File: src/logic/mrx_consts.svh
// Register offsets, field positions and reset values of the receive-drop/RMII/station block
`ifndef MRX_CONSTS_SVH
`define MRX_CONSTS_SVH

// Base offsets of the three registers (each a 16-byte group: plain, clear, set, invert) and of the three interrupt registers
`define MRX_OFS_DROP      12'h000
`define MRX_OFS_SUPP      12'h010
`define MRX_OFS_STATION   12'h020
`define MRX_OFS_IRQ_STAT  12'h030
`define MRX_OFS_IRQ_EN    12'h034
`define MRX_OFS_IRQ_CLR   12'h038

// Alias selector in address bits 3:2
`define MRX_ALIAS_PLAIN   2'h0
`define MRX_ALIAS_CLR     2'h1
`define MRX_ALIAS_SET     2'h2
`define MRX_ALIAS_INV     2'h3

// Field positions
`define MRX_SUPP_RESET_BIT 11
`define MRX_SUPP_SPEED_BIT 8
`define MRX_IRQ_OVF_BIT    0

// Reset values
`define MRX_DROP_RESET    16'h0000
`define MRX_SUPP_RESET    16'h0000
`define MRX_IRQ_RESET     1'h0

// Writable masks
`define MRX_SUPP_MASK     16'h0900
`define MRX_FULL_MASK     16'hffff

`endif

File: src/logic/mrx_pkg.sv
// Types shared by the receive-drop/RMII/station block
package mrx_pkg;
  typedef enum logic [1:0] {
    MRX_ALIAS_WR_PLAIN,
    MRX_ALIAS_WR_CLR,
    MRX_ALIAS_WR_SET,
    MRX_ALIAS_WR_INV
  } mrx_alias_e;

  typedef logic [15:0] mrx_half_t;
endpackage

File: src/logic/mrx_wr_if.sv
// Decoded register write carried from the bus decoder to the register file
`timescale 1ns/100ps
`default_nettype none
interface mrx_wr_if;
  logic              en;
  logic              is_drop;
  logic              is_supp;
  logic              is_station;
  logic              is_irq_en;
  logic              is_irq_clr;
  mrx_pkg::mrx_alias_e alias_sel;
  logic [15:0]       data;

  modport dec
  (
    output en,
    output is_drop,
    output is_supp,
    output is_station,
    output is_irq_en,
    output is_irq_clr,
    output alias_sel,
    output data
  );
  modport regs
  (
    input en,
    input is_drop,
    input is_supp,
    input is_station,
    input is_irq_en,
    input is_irq_clr,
    input alias_sel,
    input data
  );
endinterface
`default_nettype wire

File: src/logic/mrx_regs.sv
// Receive-drop counter, RMII support and station address registers behind APB
//
// The implementer's own choices: the register addresses and the APB interface to the registers.
`timescale 1ns/100ps
`include "mrx_consts.svh"
`default_nettype none

// Functional notes
// - Each filter-accepted frame dropped by receive FIFO overrun adds one to the 16-bit count.
// - Each such drop also sets the receive overflow interrupt flag, bit 0 of the flag register.
// - A read of the count clears it only when both low byte strobes of the read are on.
// - While the RMII reset bit 11 is one the RMII logic is held in reset.
// - RMII speed bit 8 selects 100 Mbps when set and 10 Mbps when clear.
// - RMII reset and speed bits act only when the reduced interface is in use.
// - 16-bit and 32-bit accesses, aliases included, are accepted; 8-bit ones change nothing.
// - Station register bits 15 to 8 hold the sixth station address octet.
// - Station register bits 7 to 0 hold the fifth station address octet.
// - The station register loads the factory address at reset and is writable afterwards.
// - Unimplemented bits, 31 to 16 included, read as zero.
module mrx_regs
(
  input  wire logic        clk,
  input  wire logic        srst,
  input  wire logic        psel,
  input  wire logic        penable,
  input  wire logic        pwrite,
  input  wire logic [11:0] paddr,
  input  wire logic [31:0] pwdata,
  input  wire logic [3:0]  pstrb,
  output logic [31:0]      prdata,
  output logic             pready,
  output logic             pslverr,
  input  wire logic        rx_overrun_drop,
  input  wire logic        rmii_mode,
  input  wire logic [15:0] factory_station,
  output logic             rmii_logic_reset,
  output logic             rmii_speed_100,
  output logic [7:0]       station_octet_six,
  output logic [7:0]       station_octet_five,
  output logic             irq
);
  import mrx_pkg::*;

  // ----------------------------------------------------------------
  // Bus handshake
  // ----------------------------------------------------------------
  mrx_wr_if wr ();

  logic        acc;
  logic        size_ok;
  logic        mapped;
  logic        wr_go;
  logic        rd_go;
  logic [11:0] base;
  logic [15:0] next_drop;
  logic        drop_ev;
  logic        next_rmii_reset;
  logic        next_rmii_speed;
  logic        drop_rd_clear;
  logic [2:0]  strobe_cnt;

  mrx_half_t   drop_count;
  mrx_half_t   supp;
  mrx_half_t   station;
  logic        irq_stat;
  logic        irq_en;
  logic [1:0]  drop_sync;
  logic        mode_meta;
  logic        mode_sync;

  assign acc = psel && penable && !pready;
  assign base = {paddr[11:4], 4'h0};
  assign strobe_cnt = 3'(pstrb[0]) + 3'(pstrb[1]) + 3'(pstrb[2]) + 3'(pstrb[3]);
  assign size_ok = !pwrite || (pstrb == 4'h3) || (pstrb == 4'hc) || (pstrb == 4'hf);
  assign mapped = (base == `MRX_OFS_DROP) || (base == `MRX_OFS_SUPP)
                  || (base == `MRX_OFS_STATION) || (paddr == `MRX_OFS_IRQ_STAT)
                  || (paddr == `MRX_OFS_IRQ_EN) || (paddr == `MRX_OFS_IRQ_CLR);
  assign wr_go = acc && pwrite && size_ok && mapped && (strobe_cnt != 3'h1);
  assign rd_go = acc && !pwrite && mapped;

  mrx_apb_dec u_dec
  (
    .paddr  (paddr),
    .wr_go  (wr_go),
    .pwdata (pwdata),
    .wr     (wr)
  );

  always_ff @(posedge clk)
  begin
    if (srst)
    begin
      pready  <= 1'b0;
      pslverr <= 1'b0;
    end
    else
    begin
      pready  <= acc;
      pslverr <= acc && !mapped;
    end
  end

  // ----------------------------------------------------------------
  // Read data
  // ----------------------------------------------------------------
  always_ff @(posedge clk)
  begin
    if (srst)
    begin
      prdata <= 32'h0;
    end
    else if (rd_go && (paddr[3:2] == `MRX_ALIAS_PLAIN || paddr == `MRX_OFS_IRQ_EN))
    begin
      case (base)
        `MRX_OFS_DROP:    prdata <= {16'h0, drop_count};
        `MRX_OFS_SUPP:    prdata <= {16'h0, supp & `MRX_SUPP_MASK};
        `MRX_OFS_STATION: prdata <= {16'h0, station};
        default:
        begin
          if (paddr == `MRX_OFS_IRQ_STAT)
            prdata <= {31'h0, irq_stat};
          else if (paddr == `MRX_OFS_IRQ_EN)
            prdata <= {31'h0, irq_en};
          else
            prdata <= 32'h0;
        end
      endcase
    end
    else
    begin
      prdata <= 32'h0;
    end
  end

  // ----------------------------------------------------------------
  // Drop event input
  // ----------------------------------------------------------------
  always_ff @(posedge clk)
  begin
    if (srst)
      drop_sync <= 2'h0;
    else
      drop_sync <= {drop_sync[0], rx_overrun_drop};
  end

  always_ff @(posedge clk)
  begin
    if (srst)
    begin
      mode_meta <= 1'b0;
      mode_sync <= 1'b0;
    end
    else
    begin
      mode_meta <= rmii_mode;
      mode_sync <= mode_meta;
    end
  end

  assign drop_ev = drop_sync[1];
  assign drop_rd_clear = rd_go && base == `MRX_OFS_DROP
                         && paddr[3:2] == `MRX_ALIAS_PLAIN
                         && (pstrb == 4'h3 || pstrb == 4'hf);

  // ----------------------------------------------------------------
  // Dropped frame count
  // ----------------------------------------------------------------
  always_comb
  begin
    next_drop = drop_count;
    if (wr.en && wr.is_drop)
    begin
      case (wr.alias_sel)
        MRX_ALIAS_WR_PLAIN: next_drop = wr.data;
        MRX_ALIAS_WR_CLR:   next_drop = drop_count & ~wr.data;
        MRX_ALIAS_WR_SET:   next_drop = drop_count | wr.data;
        MRX_ALIAS_WR_INV:   next_drop = drop_count ^ wr.data;
        default:            next_drop = drop_count;
      endcase
    end
    else if (drop_rd_clear)
      next_drop = 16'h0;
    if (drop_ev)
      next_drop = next_drop + 16'h1;
  end

  always_ff @(posedge clk)
  begin
    if (srst)
      drop_count <= `MRX_DROP_RESET;
    else
      drop_count <= next_drop;
  end

  // ----------------------------------------------------------------
  // RMII support register
  // ----------------------------------------------------------------
  always_ff @(posedge clk)
  begin
    if (srst)
      supp <= `MRX_SUPP_RESET;
    else if (wr.en && wr.is_supp)
    begin
      case (wr.alias_sel)
        MRX_ALIAS_WR_PLAIN: supp <= wr.data & `MRX_SUPP_MASK;
        MRX_ALIAS_WR_CLR:   supp <= supp & ~wr.data;
        MRX_ALIAS_WR_SET:   supp <= (supp | wr.data) & `MRX_SUPP_MASK;
        MRX_ALIAS_WR_INV:   supp <= (supp ^ wr.data) & `MRX_SUPP_MASK;
        default:            supp <= supp;
      endcase
    end
  end

  // Controls reach the RMII logic only in reduced interface mode
  assign next_rmii_reset = mode_sync && supp[`MRX_SUPP_RESET_BIT];
  assign next_rmii_speed = mode_sync && supp[`MRX_SUPP_SPEED_BIT];

  always_ff @(posedge clk)
  begin
    if (srst)
    begin
      rmii_logic_reset <= 1'b0;
      rmii_speed_100   <= 1'b0;
    end
    else
    begin
      rmii_logic_reset <= next_rmii_reset;
      rmii_speed_100   <= next_rmii_speed;
    end
  end

  // ----------------------------------------------------------------
  // Station address octets
  // ----------------------------------------------------------------
  always_ff @(posedge clk)
  begin
    if (srst)
      station <= factory_station;
    else if (wr.en && wr.is_station)
    begin
      case (wr.alias_sel)
        MRX_ALIAS_WR_PLAIN: station <= wr.data;
        MRX_ALIAS_WR_CLR:   station <= station & ~wr.data;
        MRX_ALIAS_WR_SET:   station <= station | wr.data;
        MRX_ALIAS_WR_INV:   station <= station ^ wr.data;
        default:            station <= station;
      endcase
    end
  end

  always_ff @(posedge clk)
  begin
    if (srst)
    begin
      station_octet_six  <= factory_station[15:8];
      station_octet_five <= factory_station[7:0];
    end
    else
    begin
      station_octet_six  <= station[15:8];
      station_octet_five <= station[7:0];
    end
  end

  // ----------------------------------------------------------------
  // Interrupt flag, enable and clear
  // ----------------------------------------------------------------
  always_ff @(posedge clk)
  begin
    if (srst)
      irq_stat <= `MRX_IRQ_RESET;
    else if (drop_ev)
      irq_stat <= 1'b1;
    else if (wr.en && wr.is_irq_clr && wr.data[`MRX_IRQ_OVF_BIT])
      irq_stat <= 1'b0;
  end

  always_ff @(posedge clk)
  begin
    if (srst)
      irq_en <= 1'b0;
    else if (wr.en && wr.is_irq_en)
      irq_en <= wr.data[`MRX_IRQ_OVF_BIT];
  end

  always_ff @(posedge clk)
  begin
    if (srst)
      irq <= 1'b0;
    else
      irq <= irq_stat && irq_en;
  end

  // ----------------------------------------------------------------
  // Checks
  // ----------------------------------------------------------------
  a_drop_count_inc: assert property (@(posedge clk) disable iff (srst)
    drop_ev && !(wr.en && wr.is_drop) && !drop_rd_clear
    |=> drop_count == $past(drop_count) + 16'h1)
    else $error("drop count did not advance");

  a_drop_sets_flag: assert property (@(posedge clk) disable iff (srst)
    drop_ev |=> irq_stat)
    else $error("overflow flag not set by drop");

  a_read_clears: assert property (@(posedge clk) disable iff (srst)
    drop_rd_clear && !drop_ev && !(wr.en && wr.is_drop) |=> drop_count == 16'h0)
    else $error("count not cleared by read");

  a_rmii_reset_out: assert property (@(posedge clk) disable iff (srst)
    mode_sync && supp[`MRX_SUPP_RESET_BIT] |=> rmii_logic_reset)
    else $error("rmii reset not applied");

  a_rmii_speed_out: assert property (@(posedge clk) disable iff (srst)
    ##1 rmii_speed_100 == $past(mode_sync && supp[`MRX_SUPP_SPEED_BIT]))
    else $error("rmii speed mismatch");

  a_rmii_unused: assert property (@(posedge clk) disable iff (srst)
    !mode_sync |=> !rmii_logic_reset && !rmii_speed_100)
    else $error("rmii controls active outside rmii mode");

  a_byte_write_ign: assert property (@(posedge clk) disable iff (srst)
    acc && pwrite && strobe_cnt == 3'h1 && base == `MRX_OFS_STATION
    |=> $stable(station))
    else $error("byte write changed state");

  a_station_octets: assert property (@(posedge clk) disable iff (srst)
    ##1 {station_octet_six, station_octet_five} == $past(station))
    else $error("station octets mismatch");

  a_upper_zero: assert property (@(posedge clk) disable iff (srst)
    pready |-> prdata[31:16] == 16'h0)
    else $error("upper read bits not zero");

  a_count_wraps: assert property (@(posedge clk) disable iff (srst)
    drop_ev && drop_count == 16'hffff && !(wr.en && wr.is_drop) |=> drop_count == 16'h0)
    else $error("count did not wrap");

endmodule
`default_nettype wire

File: src/logic/mrx_apb_dec.sv
// Combinational APB write decoder for the receive-drop/RMII/station block
`timescale 1ns/100ps
`include "mrx_consts.svh"
`default_nettype none
module mrx_apb_dec
(
  input  wire logic [11:0] paddr,
  input  wire logic        wr_go,
  input  wire logic [31:0] pwdata,
  mrx_wr_if.dec            wr
);
  import mrx_pkg::*;

  logic [11:0] base;

  assign base          = {paddr[11:4], 4'h0};
  assign wr.en         = wr_go;
  assign wr.is_drop    = (base == `MRX_OFS_DROP);
  assign wr.is_supp    = (base == `MRX_OFS_SUPP);
  assign wr.is_station = (base == `MRX_OFS_STATION);
  assign wr.is_irq_en  = (paddr == `MRX_OFS_IRQ_EN);
  assign wr.is_irq_clr = (paddr == `MRX_OFS_IRQ_CLR);
  assign wr.alias_sel  = mrx_alias_e'(paddr[3:2]);
  assign wr.data       = pwdata[15:0];
endmodule
`default_nettype wire

File: config.mk
export PLATFORM = sky130hd
export DESIGN_NAME = mrx_regs
export DESIGN_NICKNAME = d
export VERILOG_FILES = /design/src/logic/mrx_pkg.sv /design/src/logic/mrx_wr_if.sv /design/src/logic/mrx_regs.sv /design/src/logic/mrx_apb_dec.sv
export VERILOG_INCLUDE_DIRS = /design/src /design/src/logic
export SDC_FILE = /design/constraint.sdc
export NUM_CORES = 1
export LEC_CHECK = 0
export BUFFER_PORTS_ARGS = -buffer_cell sky130_fd_sc_hd__buf_2
export CORE_ASPECT_RATIO = 0.8
export CORE_MARGIN = 5
export CORE_UTILIZATION = 55
export CTS_CLUSTER_SIZE = 16
export DETAILED_ROUTE_END_ITERATION = 8
export PLACE_DENSITY = 0.78
export SLEW_MARGIN = 20
export SYNTH_ARGS = -nofsm -noshare
export SYNTH_HDL_FRONTEND = slang
export SYNTH_SLANG_ARGS = --single-unit
File: constraint.sdc
create_clock -name clk -period 3.8 [get_ports clk]
set_input_delay 0.19 -clock clk [delete_from_list [all_inputs] [get_ports clk]]
set_output_delay 0.19 -clock clk [all_outputs]
set_load 0.005 [all_outputs]
==> results.ini, run 1 <==
[floorplan]
core_um2=9770
initial_core_util_pct=57.2
fp-row-count=32
dieHeight_um=100
die_w_um=123
io_pins=124
die-area_um2=12300

[yosys]
syn_inst=612
ys_ff_latch=77
netlist_area_um2=5590
async_flop_share_pct=0
ys.flop_type=dfxtp_1
synth_warnings=0
syn_area_per_cell_um2=9.13
yosysSeqAreaShare_pct=30.5
ys_types=62
synth_enable_flop_cells=16

[cts]
cts_tree=done
clk_pin_slew_ns=0.06
cts_sinks=77
cts-resized-gates=0
hold_buffers=0
cts_made_buffers=9
root_buffer=clkbuf_16
post_cts_buffers=0
cts_max_level=3
clock_latency_ns=0.34
clk_path_buf_depth=2

[min_path]
worstHoldPathType=primary input to register
hold_end=mode_meta
min_from=rmii_mode
holdPathStages=2

[route]
antenna_left=0
vias=4624
vias_per_cell=5.55
routed_wl_um=13100
first_iter_violations=384
drtPass1Iterations=5
drc=0
wl_per_cell_um=15.8

[pwr]
fin_total_pwr_mw=2.11
p_sw_share_pct=27.2
p_leak_nw=2.93
p_seq_share_pct=42.5
ir_drop_v=0.000271
pwr-share-clk_pct=40.6
cell_internal_pwr_mw=1.54
power_density_nw_per_um2=332
comb_power_share_pct=16.9
p_sw_uw=574

[finish]
drive_gt1_share_pct=24.0
fillCellCount=835
multi_input_area_um2=3420
antenna-diode-count=0
ff_latch_area_um2=1700
syn_to_final_growth_pct=13.9
nNetsFinal=837

[setup_path]
critPathLaunchType=primary input
required_ns=4.03
criticalPathCategory=primary input to register
cp_data_arrival_time_ns=3.41
worstPathCellList=buf_2 > inv_1 > fa_1 > inv_1 > ha_1 > ha_1 > nand2b_1 > o221ai_2 > a21oi_1 > o21ai_0 > ha_1 > nand2_1 > a21oi_1 > nand2_1 > nor4_1 > mux2_2
critPathBufInv=3
crit_fanout=4
cpPeakStageDelay_ns=0.53
r2r_setup_slack_ns=1.08
slowest_stage=fa_1
end_kind=register
rr_startpoint=pready
r2r_cells=11
crit_path_frequent_cell=ha_1
r2r_end=drop_count[12]
critPathTopFamily=adder cells

[grt]
grt_pass1_wl_um=21600
antenna_found_initial=0
grt_max_degree=63
gr-total-overflow=0
track_usage_pct=21.7
grt_pass1_vias=4589

[timing]
finalHoldViolCount=0
period_needed_ns=3.18
setup_viol=0
fin_tns_setup_ns=0
tightest_slew_ns=0.952
rsz0062_at_grt=no
relSlewSlack_pct=36.3
finClkSkew_ns=0.00514
drv_slew=0
holdWs_ns=0.0588
fin_crit_sh_pct=83.7
max_freq_mhz=314

[place]
place_congestion=0.888
dp_hpwl_um=9410
portBuffers=91

[run_status]
status=finished, final reports clean

[run]
drv_cap=0

==> per-layer routing <==
| layer | share of wire (%) | up-vias | wire (um) | GRT usage (%) |
|---|---|---|---|---|
| li1 | - | 2270 | - | - |
| met1 | 45 | 2177 | 5880 | 28.7 |
| met2 | 46 | 158 | 6100 | 35.1 |
| met3 | 7.1 | 19 | 935 | 4.85 |
| met4 | 1.6 | 0 | 212 | 7.40 |
| met5 | 0 | - | 0 | 0 |
==> layout by cell type, fill, tap and decap left out, types with 3 or more instances in the layout <==
| cell | instances |
|---|---|
| conb_1 | 16 |
| clkinvlp_4 | 3 |
| nand4_1 | 4 |
| mux4_2 | 11 |
| nor2_1 | 57 |
| xnor2_1 | 7 |
| edfxtp_1 | 16 |
| o21ai_0 | 39 |
| dfxtp_1 | 61 |
| buf_2 | 91 |
| and3_1 | 3 |
| nand2b_1 | 3 |
| nor3b_1 | 3 |
| nand3_1 | 7 |
| a22o_1 | 3 |
| nor3_1 | 4 |
| inv_1 | 68 |
| a22oi_1 | 7 |
| nand2_1 | 41 |
| a2bb2oi_1 | 4 |
| clkbuf_16 | 9 |
| ha_1 | 73 |
| buf_4 | 9 |
| a211oi_1 | 28 |
| mux2i_1 | 17 |
| a21oi_1 | 34 |
| nor2b_1 | 9 |
| mux2_2 | 25 |
==> area by class of cell <==
cell class,instances,share of cell area (%)
multi-input combinational,436,53.7
timing repair buffer,100,8.22
clock inverter,7,1.04
sequential,77,26.8
clock buffer,9,3.54
tap,136,2.68
inverter,68,4.01
==> sequential cells by signal, summed over array words and instances (netlist names) <==
| signal | flops |
|---|---|
| station | 16 |
| supp | 2 |
| rmii_logic_reset | 1 |
| pslverr | 1 |
| rmii_speed_100 | 1 |
| mode_sync | 1 |
| prdata | 16 |
| station_octet_six | 8 |
| drop_count | 16 |
| drop_sync | 2 |
| irq_en | 1 |
| irq | 1 |
| station_octet_five | 8 |
| pready | 1 |
| irq_stat | 1 |
| mode_meta | 1 |
==> Yosys cell counts (2+ instances only) <==
cell       instances  area share [%]
a211o_1            2            0.31
a211oi_1          28             3.8
a21oi_1           34             3.0
a22o_1             3            0.47
a22oi_1            7            0.94
a2bb2oi_1          4            0.63
a32oi_1            2            0.31
and3_1             3            0.34
buf_1              3            0.20
buf_2              6            0.54
buf_4             19             2.6
buf_6              2            0.40
clkbuf_1          16             1.1
dfxtp_1           61              22
edfxtp_1          16             8.6
ha_1              73              16
inv_1             68             4.6
mux2_2            25             5.0
mux2i_1           17             3.0
mux4_2            11             4.4
nand2_1           41             2.8
nand2b_1           3            0.34
nand3_1            7            0.63
nand4_1            4            0.45
nand4_2            2            0.45
nor2_1            57             3.8
nor2b_1            9             1.0
nor3_1             4            0.36
nor3b_1            3            0.40
nor4_1             2            0.22
nor4b_1            2            0.31
o21ai_0           39             3.5
o22ai_1            2            0.22
or4_1              2            0.27
xnor2_1            7             1.1
xor2_1             2            0.31
==> per-stage QoR <==
stage	util (%)	instance area (um^2)	setup slack (ns)	std cells
after floorplan	-	5640	0.272	627
after global placement	62.1	6070	0.445	817
after detailed placement	62.1	6070	0.295	817
after CTS	65.1	6360	0.643	833
after global routing	65.1	6360	0.389	833
final	65.1	6360	0.620	833
==> how the worst max path moves through the flow <==
stage | cells after the start | end | slack [ns] | from
CTS | 17 | drop_count[12] | 0.64 | pstrb[0]
finish | 16 | drop_count[12] | 0.62 | pstrb[0]
detailed placement | 17 | drop_count[14] | 0.29 | pstrb[0]
floorplan | 16 | drop_count[12] | 0.27 | pstrb[0]
global placement | 17 | drop_count[12] | 0.44 | pstrb[0]
global route | 17 | drop_count[14] | 0.39 | pstrb[0]
==> worst reg2reg max path, delay by kind of cell (launching register included) <==
| kind | cells | cell delay [ns] |
|---|---|---|
| simple gates | 7 | 1.38 |
| mux | 1 | 0.38 |
| flops | 1 | 0.32 |
| compound gates | 2 | 0.33 |
| fa+ha+maj | 1 | 0.20 |
==> power groups by stage <==
stage	sequential, mW	combinational (mW)	clock (mW)
after floorplan	0.913	0.257	0
after global placement	0.913	0.334	0
after detailed placement	0.916	0.353	0
after CTS	0.898	0.358	0.870
after global routing	0.903	0.403	0.899
final	0.898	0.357	0.857
==> cell families (layout without fill, tap and decap cells) <==
group | after synthesis | in the layout | share of synthesized area [%]
flops | 77 | 77 | 30.5
fa+ha+maj | 74 | 74 | 16.7
compound gates | 133 | 133 | 15.6
buf+inv | 114 | 184 | 9.34
xor+xnor | 9 | 9 | 1.41
other cells | 1 | 16 | 0.0671
mux | 53 | 53 | 12.5
simple gates | 151 | 151 | 13.9
Power figures use the tool's default switching activity.
==> inputs of run 2 (changes only) <==
--- a/config.mk
+++ b/config.mk
@@ -9,10 +9,10 @@
 export BUFFER_PORTS_ARGS = -buffer_cell sky130_fd_sc_hd__buf_2
 export CORE_ASPECT_RATIO = 0.8
 export CORE_MARGIN = 5
-export CORE_UTILIZATION = 55
+export CORE_UTILIZATION = 50
 export CTS_CLUSTER_SIZE = 16
 export DETAILED_ROUTE_END_ITERATION = 8
-export PLACE_DENSITY = 0.78
+export PLACE_DENSITY = 0.74
 export SLEW_MARGIN = 20
 export SYNTH_ARGS = -nofsm -noshare
 export SYNTH_HDL_FRONTEND = slang
==> constraint.sdc (replaced) <==
create_clock -name clk -period 2.8 [get_ports clk]
set_input_delay 0.14 -clock clk [delete_from_list [all_inputs] [get_ports clk]]
set_output_delay 0.14 -clock clk [all_outputs]
set_load 0.005 [all_outputs]
==> results.ini, run 2 (synthesis results as in run 1) <==
[timing]
drv_slew=0  ; unchanged
period_needed_ns=2.83
fin_crit_sh_pct=101
max_freq_mhz=354
fin_tns_setup_ns=-0.0285  ; -0.0285 ns
rsz0062_at_grt=yes
tightest_slew_ns=1.01  ; +0.0614 ns
finalHoldViolCount=0  ; unchanged
holdWs_ns=0.00908  ; -0.0497 ns
worst_slack_ns=-0.0285  ; -0.649 ns
finClkSkew_ns=0.00671  ; +0.00156 ns
setup_viol=1  ; +1
relSlewSlack_pct=32.2  ; -4.1 points

[setup_path]
critPathTopFamily=adder cells
end_kind=register
required_ns=3.03  ; -1.00 ns
worstPathCellList=buf_8 > inv_4 > fa_1 > inv_1 > ha_2 > ha_4 > nand2b_4 > o221ai_4 > a21oi_4 > o21ai_2 > ha_2 > nand2_2 > a21oi_4 > nand2_2 > nor4_4 > mux2_4
cpPeakStageDelay_ns=0.52  ; about the same
r2r_setup_slack_ns=0.24  ; -0.84 ns
critPathBufInv=3  ; unchanged
rr_startpoint=pready
slowest_stage=fa_1
r2r_end=drop_count[12]
crit_fanout=5  ; +1
cp_data_arrival_time_ns=3.06  ; -0.35 ns
r2r_cells=11  ; unchanged
criticalPathCategory=primary input to register
critPathLaunchType=primary input

[finish]
final_cell_mix=89 x buf_2, 70 x ha_1, 65 x inv_1
syn_to_final_growth_pct=22.4
final_common_cell=buf_2
layoutNonFillerInstCount=876  ; +5.2%
antenna-diode-count=0  ; unchanged
drive_gt1_share_pct=30.5  ; +6.5 points
nNetsFinal=872  ; +4.2%
largestRegisters=drop_count: 16 flops, prdata: 16 flops, station: 16 flops

[grt]
antenna_found_initial=0  ; unchanged
grt_pass1_vias=4931  ; +7.5%
track_usage_pct=21.3  ; -0.41 points
gr-total-overflow=0  ; unchanged
grt_pass1_wl_um=23300  ; +8.0%
grt_max_degree=81  ; +29%

[route]
vias=4746  ; +2.6%
wl_per_cell_um=16.0  ; +1.5%
vias_per_cell=5.42  ; -2.4%
drc=0  ; unchanged
antenna_left=0  ; unchanged
first_iter_violations=244  ; -36%
routed_wl_um=14000  ; +6.8%
drtPass1Iterations=5  ; unchanged

[place]
place_congestion=0.860  ; -3.1%
portBuffers=91  ; unchanged
dp_hpwl_um=10000  ; +6.7%
placed_cells=856  ; +4.8%

[cts]
cts_sinks=77  ; unchanged
root_buffer=clkbuf_16
clk_pin_slew_ns=0.06  ; about the same
hold_buffers=0  ; unchanged
clk_path_buf_depth=2  ; unchanged
clock_latency_ns=0.34  ; about the same
cts_tree=done
cts_made_buffers=9  ; unchanged
cts_max_level=3  ; unchanged

[min_path]
min_from=rmii_mode
worstHoldPathType=primary input to register
hold_end=mode_meta
holdPathStages=2  ; unchanged

[pwr]
power_density_nw_per_um2=427  ; +29%
ir_drop_v=0.000333  ; +23%
fin_total_pwr_mw=2.92  ; +38%
p_leak_nw=3.17  ; +7.9%

[floorplan]
fp-row-count=34  ; +6.3%
initial_core_util_pct=51.3  ; -5.9 points
dieHeight_um=105  ; +4.4%
io_pins=124  ; unchanged
die-area_um2=13400  ; +9.1%
core_um2=10900  ; +11%
die_w_um=128  ; +4.5%

[run]
drv_cap=0  ; unchanged

[run_status]
status=finished with violations
violations=negative setup slack

[run 2: cell types whose count changed in the layout (fill, tap and decap cells not counted), moves of 3 or more]
cell	change
nand2_2	+3
nand2_1	-3
buf_6	+3
buf_12	+3
clkinvlp_4	-3
ha_1	-3
inv_1	-3
o21ai_0	-3
buf_4	+30
[run 2: worst reg2reg max path, delay by kind of cell (launching register included)]
family          cells  cell delay (ns)
compound gates      2             0.23
fa+ha+maj           1             0.20
flops               1             0.32
mux                 1             0.32
simple gates        7             1.39
[run 2: where the power goes]
group	switching (mW)	leakage [nW]	internal, mW
logic	0.294	2.36	0.252
clock network	0.478	0.150	0.677
registers	0.0290	0.658	1.19
[run 2: worst max-delay path by stage]
stage                     depth (start not counted)              to  slack (ns)      from
after floorplan                                  16  drop_count[12]       -0.31  pstrb[3]
after global placement                           17  drop_count[12]       -0.41  pstrb[3]
after detailed placement                         17  drop_count[12]       -0.55  pstrb[3]
after CTS                                        16  drop_count[12]       0.007  pstrb[3]
after global routing                             16  drop_count[12]       -0.13  pstrb[1]
final                                            16  drop_count[12]       -0.03  pstrb[1]
[run 2: area by class of cell]
type	count	area, um^2
fillers	935	4060
multi-input cells	436	3540
flip-flops and latches	77	1700
repair buffers	135	847
inverters	68	265
clock buffers	11	264
well taps	144	180
clock inverters	5	32.5
[run 2: routing by layer]
layer / share of wire [%] / GRT usage, % / vias up / wire (um)
met2: 47 / 34.0 / 131 / 6590
met4: 1.9 / 7.05 / 0 / 265
li1: - / - / 2335 / -
met5: 0 / 0 / - / 0
met3: 5.2 / 5.00 / 20 / 734
met1: 46 / 28.4 / 2260 / 6430
[run 2: per-stage QoR]
step / utilization, % / setup WS [ns] / instance area, um^2
finish: 62.8 / -0.0285 / 6830
CTS: 62.2 / 0.00706 / 6780
global placement: 58.9 / -0.413 / 6420
global route: 62.8 / -0.130 / 6830
floorplan: - / -0.310 / 5720
detailed placement: 58.9 / -0.552 / 6420
[run 2: what timing repair did]
item / in CTS / in global routing
endpoints found under the setup margin: 4 / 4
pin swaps: 4 / 9
cloned: 0 / 0
endpoints found under the hold margin: 0 / 0
gates resized for setup: 9 / 11
buffers inserted: 2 / 2
